`src/hw/nqs_defs.svh`:
```
// Register offsets, field positions, reset values and timing counts of the queue/protection bank
`ifndef NQS_DEFS_SVH
`define NQS_DEFS_SVH

`define NQS_OFF_STATUS      8'h04
`define NQS_OFF_CMD         8'h08
`define NQS_OFF_RESET       8'h0C
`define NQS_OFF_QBASE_LO    8'h10
`define NQS_OFF_QBASE_HI    8'h14
`define NQS_OFF_QUEUE_READ_OFFSET       8'h18
`define NQS_OFF_QUEUE_BUS_CONFIG     8'h1C
`define NQS_OFF_QUEUE_LENGTH       8'h20
`define NQS_OFF_ACTIVE_BUS_PROTECTION        8'h24

`define NQS_BIT_PRIV        0
`define NQS_BIT_SEC         1
`define NQS_ST_STATE        0
`define NQS_ST_RESET        3
`define NQS_ST_END          5
`define NQS_CMD_RUN         0

`define NQS_RST_WORD        32'h0000_0000
`define NQS_OFFSET_MAX      32'h0100_0000
`define NQS_QBASE_HI_W      16

// Cycles the soft reset sequence takes to clear the internal RAMs
`define NQS_RAM_WORDS       16
`define NQS_RAM_AW          4

`endif

```
`src/hw/nqs_pkg.sv`:
```
// Types shared by the queue and protection register bank
package nqs_pkg;

  typedef enum logic [2:0] {
    NQS_RESETTING = 3'b001,
    NQS_STOPPED   = 3'b010,
    NQS_RUNNING   = 3'b100
  } nqs_state_t;

  typedef enum logic [1:0] {
    NQS_P0_C0 = 2'h0,
    NQS_P0_C1 = 2'h1,
    NQS_P1_C2 = 2'h2,
    NQS_P1_C3 = 2'h3
  } nqs_qcfg_t;

endpackage : nqs_pkg

```
`src/hw/nqs_queue_regs.sv`:
```
// Command queue setup and bus protection registers with soft reset sequencing
//
// What this block does
// - Permitted reset write clears RAMs, stores value
// - Unpermitted reset write ignored entirely
// - Reset request bit 1: security, default secure
// - Reset request bit 0: privilege, default user
// - Low base gives address bits 31:0
// - High base gives address bits 47:32
// - Read offset reports current command position
// - Queue length gives next stream byte size
// - Queue config selects port and counter
// - Config code maps to port and counter
// - Active security bit drives AxPROT[1]
// - Hard reset: security from strap
// - Soft reset: security from request or forced
// - Active privilege bit drives AxPROT[0]
// - Hard reset: privilege from strap
// - Soft reset: privilege from request or forced
// - Base/length write while stopped clears end
// - During reset only status reads; writes dropped
//
// The implementer's own choices: the placing of the registers and strobed register access.
`timescale 1ns/1ps
`default_nettype none
`include "nqs_defs.svh"

module nqs_queue_regs (
  input  wire logic        mclk,
  input  wire logic        reset_n,
  input  wire logic        poweronSecurityStrap,
  input  wire logic        poweronPrivilegeStrap,
  input  wire logic        resetPermitted,
  input  wire logic [1:0]  regPprot,
  input  wire logic [7:0]  regAddr,
  input  wire logic [31:0] regWdata,
  input  wire logic        regWrite,
  input  wire logic        regRead,
  output logic      [31:0] regRdata,
  output logic      [47:0] fetchAddr,
  output logic             fetchValid,
  input  wire logic        fetchReady,
  output logic             fetchPort,
  output logic      [1:0]  fetchCounter,
  output logic      [2:0]  axProt
);

  // ----------------------------------------------------------------
  // Register state
  // ----------------------------------------------------------------
  nqs_pkg::nqs_state_t state_q;
  logic [31:0] resetReq_q;
  logic [31:0] qbaseLo_q;
  logic [`NQS_QBASE_HI_W-1:0] qbaseHi_q;
  logic [31:0] queue_read_offset_q;
  logic [31:0] queue_length_q;
  logic [1:0]  queue_bus_config_q;
  logic        activeSec_q;
  logic        activePriv_q;
  logic        endReached_q;
  logic        hardDone_q;
  logic [1:0]  softPprot_q;
  logic        softPending_q;
  logic [`NQS_RAM_AW-1:0] clrIdx_q;
  logic [31:0] ram [`NQS_RAM_WORDS];

  logic resetting;
  logic wrOk;
  logic softReq;
  logic clrLast;
  logic baseWrite;
  logic consume;

  assign resetting = (state_q == nqs_pkg::NQS_RESETTING);
  assign wrOk      = regWrite && !resetting;
  assign softReq   = wrOk && (regAddr == `NQS_OFF_RESET) && resetPermitted;
  assign clrLast   = (clrIdx_q == `NQS_RAM_AW'(`NQS_RAM_WORDS - 1));
  assign baseWrite = wrOk && (state_q == nqs_pkg::NQS_STOPPED) &&
                     (regAddr == `NQS_OFF_QBASE_LO || regAddr == `NQS_OFF_QBASE_HI ||
                      regAddr == `NQS_OFF_QUEUE_LENGTH);
  assign consume   = fetchValid && fetchReady;

  // ----------------------------------------------------------------
  // Reset sequencer: RAM clear walks one word per cycle
  // ----------------------------------------------------------------
  always_ff @(posedge mclk or negedge reset_n) begin
    if (!reset_n) begin
      state_q  <= nqs_pkg::NQS_RESETTING;
      clrIdx_q <= '0;
    end else begin
      unique case (state_q)
        nqs_pkg::NQS_RESETTING: begin
          clrIdx_q <= clrIdx_q + `NQS_RAM_AW'(1);
          if (clrLast) begin
            state_q <= nqs_pkg::NQS_STOPPED;
          end
        end
        nqs_pkg::NQS_STOPPED: begin
          clrIdx_q <= '0;
          if (softReq) begin
            state_q <= nqs_pkg::NQS_RESETTING;
          end else if (wrOk && regAddr == `NQS_OFF_CMD && regWdata[`NQS_CMD_RUN]) begin
            state_q <= nqs_pkg::NQS_RUNNING;
          end
        end
        nqs_pkg::NQS_RUNNING: begin
          clrIdx_q <= '0;
          if (softReq) begin
            state_q <= nqs_pkg::NQS_RESETTING;
          end else if (queue_read_offset_q >= queue_length_q) begin
            state_q <= nqs_pkg::NQS_STOPPED;
          end
        end
        default: begin
          state_q <= nqs_pkg::NQS_RESETTING;
        end
      endcase
    end
  end

  // Internal RAM has no reset; it is wiped by the sequencer instead
  always_ff @(posedge mclk) begin
    if (resetting) begin
      ram[clrIdx_q] <= '0;
    end else if (consume) begin
      ram[queue_read_offset_q[`NQS_RAM_AW+1:2]] <= regWdata;
    end
  end

  // ----------------------------------------------------------------
  // Reset request register and captured requester protection
  // ----------------------------------------------------------------
  always_ff @(posedge mclk or negedge reset_n) begin
    if (!reset_n) begin
      resetReq_q    <= `NQS_RST_WORD;
      softPprot_q   <= '0;
      softPending_q <= 1'b0;
    end else if (softReq) begin
      resetReq_q    <= {30'h0000_0000, regWdata[`NQS_BIT_SEC], regWdata[`NQS_BIT_PRIV]};
      softPprot_q   <= regPprot;
      softPending_q <= 1'b1;
    end else if (resetting && clrLast) begin
      softPending_q <= 1'b0;
    end
  end

  // ----------------------------------------------------------------
  // Active protection: strap after hard reset, request or forced value after soft
  // ----------------------------------------------------------------
  // Straps are caught on the first clocked edge after release, never
  // in the asynchronous branch.
  always_ff @(posedge mclk or negedge reset_n) begin
    if (!reset_n) begin
      activeSec_q  <= 1'b0;
      activePriv_q <= 1'b0;
      hardDone_q   <= 1'b0;
    end else if (!hardDone_q) begin
      activeSec_q  <= poweronSecurityStrap;
      activePriv_q <= poweronPrivilegeStrap;
      hardDone_q   <= 1'b1;
    end else if (softPending_q && resetting && clrLast) begin
      activeSec_q  <= softPprot_q[1] ? 1'b1 : resetReq_q[`NQS_BIT_SEC];
      activePriv_q <= softPprot_q[0] ? resetReq_q[`NQS_BIT_PRIV] : 1'b0;
    end
  end

  // Instruction/data bit stays 0; data-side accesses only
  assign axProt = {1'b0, activeSec_q, activePriv_q};

  // ----------------------------------------------------------------
  // Queue setup registers
  // ----------------------------------------------------------------
  always_ff @(posedge mclk or negedge reset_n) begin
    if (!reset_n) begin
      qbaseLo_q <= '0;
      qbaseHi_q <= '0;
      queue_length_q   <= '0;
      queue_bus_config_q <= '0;
    end else if (wrOk) begin
      unique case (regAddr)
        `NQS_OFF_QBASE_LO: qbaseLo_q <= {regWdata[31:2], 2'b00};
        `NQS_OFF_QBASE_HI: qbaseHi_q <= regWdata[`NQS_QBASE_HI_W-1:0];
        `NQS_OFF_QUEUE_LENGTH:    queue_length_q   <= (regWdata > `NQS_OFFSET_MAX) ?
                                        `NQS_OFFSET_MAX : {regWdata[31:2], 2'b00};
        `NQS_OFF_QUEUE_BUS_CONFIG:  queue_bus_config_q <= regWdata[1:0];
        default: ;
      endcase
    end
  end

  // ----------------------------------------------------------------
  // Fetch engine and read offset
  // ----------------------------------------------------------------
  always_ff @(posedge mclk or negedge reset_n) begin
    if (!reset_n) begin
      queue_read_offset_q <= '0;
    end else if (resetting || (state_q == nqs_pkg::NQS_STOPPED &&
                               wrOk && regAddr == `NQS_OFF_CMD && regWdata[`NQS_CMD_RUN])) begin
      queue_read_offset_q <= '0;
    end else if (consume) begin
      queue_read_offset_q <= queue_read_offset_q + 32'h0000_0004;
    end
  end

  assign fetchValid = (state_q == nqs_pkg::NQS_RUNNING) && (queue_read_offset_q < queue_length_q);
  assign fetchAddr  = {qbaseHi_q, qbaseLo_q} + {16'h0000, queue_read_offset_q};

  // Port follows the high code bit; counter is the code itself
  assign fetchPort    = queue_bus_config_q[1];
  assign fetchCounter = queue_bus_config_q;

  // End flag: reaching the end wins over a same-cycle clear
  always_ff @(posedge mclk or negedge reset_n) begin
    if (!reset_n) begin
      endReached_q <= 1'b0;
    end else if (state_q == nqs_pkg::NQS_RUNNING && queue_read_offset_q >= queue_length_q) begin
      endReached_q <= 1'b1;
    end else if (baseWrite || resetting) begin
      endReached_q <= 1'b0;
    end
  end

  // ----------------------------------------------------------------
  // Read port
  // ----------------------------------------------------------------
  always_ff @(posedge mclk or negedge reset_n) begin
    if (!reset_n) begin
      regRdata <= '0;
    end else if (!regRead) begin
      regRdata <= '0;
    end else if (resetting) begin
      regRdata <= (regAddr == `NQS_OFF_STATUS) ? 32'h0000_0008 : 32'h0000_0000;
    end else begin
      unique case (regAddr)
        `NQS_OFF_STATUS:   regRdata <= {26'h0, endReached_q, 4'h0,
                                        state_q == nqs_pkg::NQS_RUNNING};
        `NQS_OFF_RESET:    regRdata <= resetReq_q;
        `NQS_OFF_QBASE_LO: regRdata <= qbaseLo_q;
        `NQS_OFF_QBASE_HI: regRdata <= {16'h0000, qbaseHi_q};
        `NQS_OFF_QUEUE_READ_OFFSET:    regRdata <= queue_read_offset_q;
        `NQS_OFF_QUEUE_BUS_CONFIG:  regRdata <= {30'h0, queue_bus_config_q};
        `NQS_OFF_QUEUE_LENGTH:    regRdata <= queue_length_q;
        `NQS_OFF_ACTIVE_BUS_PROTECTION:     regRdata <= {30'h0, activeSec_q, activePriv_q};
        default:           regRdata <= '0;
      endcase
    end
  end

endmodule : nqs_queue_regs
`default_nettype wire

```
`config.mk`:
```
export PLATFORM = sky130hd
export DESIGN_NAME = nqs_queue_regs
export DESIGN_NICKNAME = d
export VERILOG_FILES = /design/src/hw/nqs_pkg.sv /design/src/hw/nqs_queue_regs.sv
export VERILOG_INCLUDE_DIRS = /design/src /design/src/hw
export SDC_FILE = /design/constraint.sdc
export NUM_CORES = 1
export LEC_CHECK = 0
export BUFFER_PORTS_ARGS = -buffer_cell sky130_fd_sc_hd__buf_4
export CORE_ASPECT_RATIO = 1.4
export CORE_MARGIN = 8
export CORE_UTILIZATION = 58
export CTS_CLUSTER_DIAMETER = 40
export DETAILED_ROUTE_END_ITERATION = 7
export GPL_TIMING_DRIVEN = 1
export PLACE_DENSITY = 0.83
export SLEW_MARGIN = 20
export SYNTH_ARGS = -nofsm -noshare
export SYNTH_HDL_FRONTEND = slang
export SYNTH_SLANG_ARGS = --single-unit
```
`constraint.sdc`:
```
create_clock -name mclk -period 4.9 [get_ports mclk]
set_clock_uncertainty 0.1 [all_clocks]
set_input_delay 0.98 -clock mclk [delete_from_list [all_inputs] [get_ports mclk]]
set_output_delay 0.98 -clock mclk [all_outputs]
set_load 0.01 [all_outputs]
```
==> impl_metrics.toml <==
[synth]
synthesis.area_mm2 = 0.009667
yosysTopAreaCellShare = 0.4012
syn_avg_cell_area_um2 = 9.715
seq_area_frac_synth = 0.4040
synth-seq-cells = 156
synth_cell_types = 74
yosysWarningCount = 0
synthFlopType = "dfrtp_1"
synth-edff-count = 0
synth_cells = 995
synth.most_common_cell = "dfrtp_1"
ys_top_cells_by_area = "dfrtp_1 (40%), ha_1 (8.0%), mux2_2 (6.1%)"
synth_area_leader_cell = "dfrtp_1"
async_flop_share = 1.000
synthTopCellsByCount = "dfrtp_1 (155), a21oi_1 (76), nand2_1 (67)"

[placement]
dp_cells = 1293
place.gp.congestion = 0.9298
portBuffers = 133
preCtsSetupSlack_ns = 0.5277
place_area_mm2 = 0.01083
hpwl_mm = 20.82

[cts]
clock_path_buffers = 2
cts_tree = "built"
htreeDepth = 4
cts_buffers = 17
clkTransAtPathRegs_ns = 0.07
clockRootBuffer = "clkbuf_16"
post-cts-setup-buffers = 0
clk_latency_ns = 0.43
cts.sinks = 156

[route]
drc_errors = 0
first_pass_iters = 5
ant_nets = 0
drt-vias-per-instance = 6.487
vias = 8589
routedWlPerCell_um = 21.71
routed_wl_mm = 28.74
drt_iter0_markers = 840

[global_routing]
grt_overflow = 0
grt.met2_usage = 0.4807
busiest_layer = "met2"
grt_start_max_net_pins = 86
antenna_found_initial = 0
use_met1 = 0.3096
use_met3 = 0.05573
grt_usage = 0.2731
first_global_vias = 8940
grt_pass1_wl_mm = 46.24

[timing]
rsz0062_at_grt = "false"
period_share = 0.9758
slew-limit-headroom = 0.3927
setup_ws_ns = 0.1188
hold_slack_ns = 0.3877
finalHoldViolCount = 0
worst_pin_slew_ns = 0.9083
fin_crit_ns = 4.781
setup_viol = 0
drv_slew = 0
setup_tns_ns = 0
max_freq_mhz = 209.2

[power]
combPwrFrac = 0.088
finalPower_mw = 2.965
p_sw_mw = 0.7632
p_per_area_mw_per_mm2 = 258.8
p_leak_nw = 5.633
seqPwrFrac = 0.455
p_sw_frac = 0.2574
pwr-share-clk = 0.458
p_int_mw = 2.201
ir_drop_mv = 0.2072

[cells_and_area]
final_area_mm2 = 0.01146
drive_gt1_frac = 0.2302
fill_cells = 1313
diodes = 0
regArea_mm2 = 0.003905
fin_cells = 1324
multi_input_area_mm2 = 0.005358
nets = 1222
syn2layout_area_growth_pct = 18.52
fin_util = 0.6929

[outcome]
outcome = "completed"

[worst_setup_path]
r2r_start = "queue_read_offset_q[27]"
critPathKind = "reg2out"
crit_fanout = 6
crit_slowest_cell = "dfrtp_1"
start_kind = "flip-flop"
cp-end-kind = "output pin"
required_ns = 3.82
path_cells = "ha_1, fa_1, a211o_1, a211o_1, a32oi_2, a31oi_2, a211o_1, a311oi_2, xnor2_1, buf_4"
path_common_cell = "a211o_1"
slowest_delay_ns = 0.45
crit-reg2reg-capture = "queue_read_offset_q[28]"
cp.arrival_ns = 3.70
regToRegSetupSlack_ns = 1.59
rr_worst_depth = 8

[floorplan]
dieHeight_um = 168.8
die_width_um = 125.1
rows = 56
initial_core_util = 0.5846
fp.dieArea_mm2 = 0.02111
coreArea_mm2 = 0.01654
ios = 137

[hold_path]
hold_depth = 1
hp-start = "endReached_q"
hp-class = "reg2reg"
min_to = "endReached_q"

[run]
drv_cap = 0
## final cells by class
class | count | area share
well taps | 203 | 0.02217
clock inverters | 11 | 0.01179
clock buffers | 20 | 0.03986
multi-input cells | 730 | 0.4676
inverters | 53 | 0.01736
flip-flops and latches | 156 | 0.3408
repair buffers | 151 | 0.1004
## critical path, delay by kind of cell, from the launching register on
family          cells  cell delay, ns
compound gates      6            1.76
fa+ha+maj           2            0.67
flops               1            0.45
xor+xnor            1            0.21
buf+inv             1            0.18
## state kept, by name (all words and copies together) (netlist names)
name	cells
softPprot_q	2
qbaseLo_q	30
endReached_q	1
hardDone_q	1
queue_length_q	30
state_q	3
regRdata	32
resetReq_q	2
clrIdx_q	4
qbaseHi_q	16
activeSec_q	1
queue_read_offset_q	30
fetchCounter	2
softPending_q	1
activePriv_q	1
## power by group through the flow
stage	registers, mW	clock network [mW]	logic, mW
after floorplan	1.36	0	0.151
after global placement	1.37	0	0.248
after detailed placement	1.37	0	0.256
after CTS	1.35	1.36	0.259
after global routing	1.35	1.42	0.293
final	1.35	1.36	0.260
## what timing repair did
item | CTS | global route
setup endpoints to repair | 0 | 8
resized for setup | 0 | 6
hold buffers | 0 | 0
## layout by cell type, fill, tap and decap left out, types with 24 or more instances in the layout
master     n
a21o_1    26
nand2_1   67
xnor2_1   28
a21oi_1   76
inv_1     53
buf_4    149
nand3_1   26
dfrtp_1  155
o21ai_0   26
a22oi_1   33
ha_1      62
nor2_1    57
xor2_1    24
mux2_2    52
## cells by family (layout without fill, tap and decap cells)
family | after synthesis | after routing | synth area share
AOI/OAI and AO/OA | 284 | 284 | 0.2064
other | 2 | 4 | 0.0007769
adders and majority gates | 63 | 63 | 0.08232
buffers and inverters | 111 | 235 | 0.04776
DFF | 156 | 156 | 0.4040
xor gates and xnor gates | 52 | 52 | 0.04711
muxes | 64 | 64 | 0.07300
and+or+nand+nor | 263 | 263 | 0.1386
## metal layers
metal  share of wire  routed length [um]  vias to the layer above
met2            0.51               14680                      360
met3           0.066                1891                       77
met4           0.037                1077                        0
li1                -                   -                     3914
met1            0.39               11090                     4238
met5               0                   0                        -
## worst max path at each step
stage	start	endpoint	depth (start not counted)
2_1_floorplan	queue_read_offset_q[2]	fetchAddr[32]	9
6_report	queue_read_offset_q[2]	fetchAddr[32]	10
5_1_grt	queue_read_offset_q[2]	fetchAddr[32]	10
4_1_cts	queue_read_offset_q[2]	fetchAddr[32]	10
3_3_place_gp	queue_read_offset_q[2]	fetchAddr[32]	10
3_5_place_dp	queue_read_offset_q[2]	fetchAddr[32]	10
(Power assumes the default switching activity.)
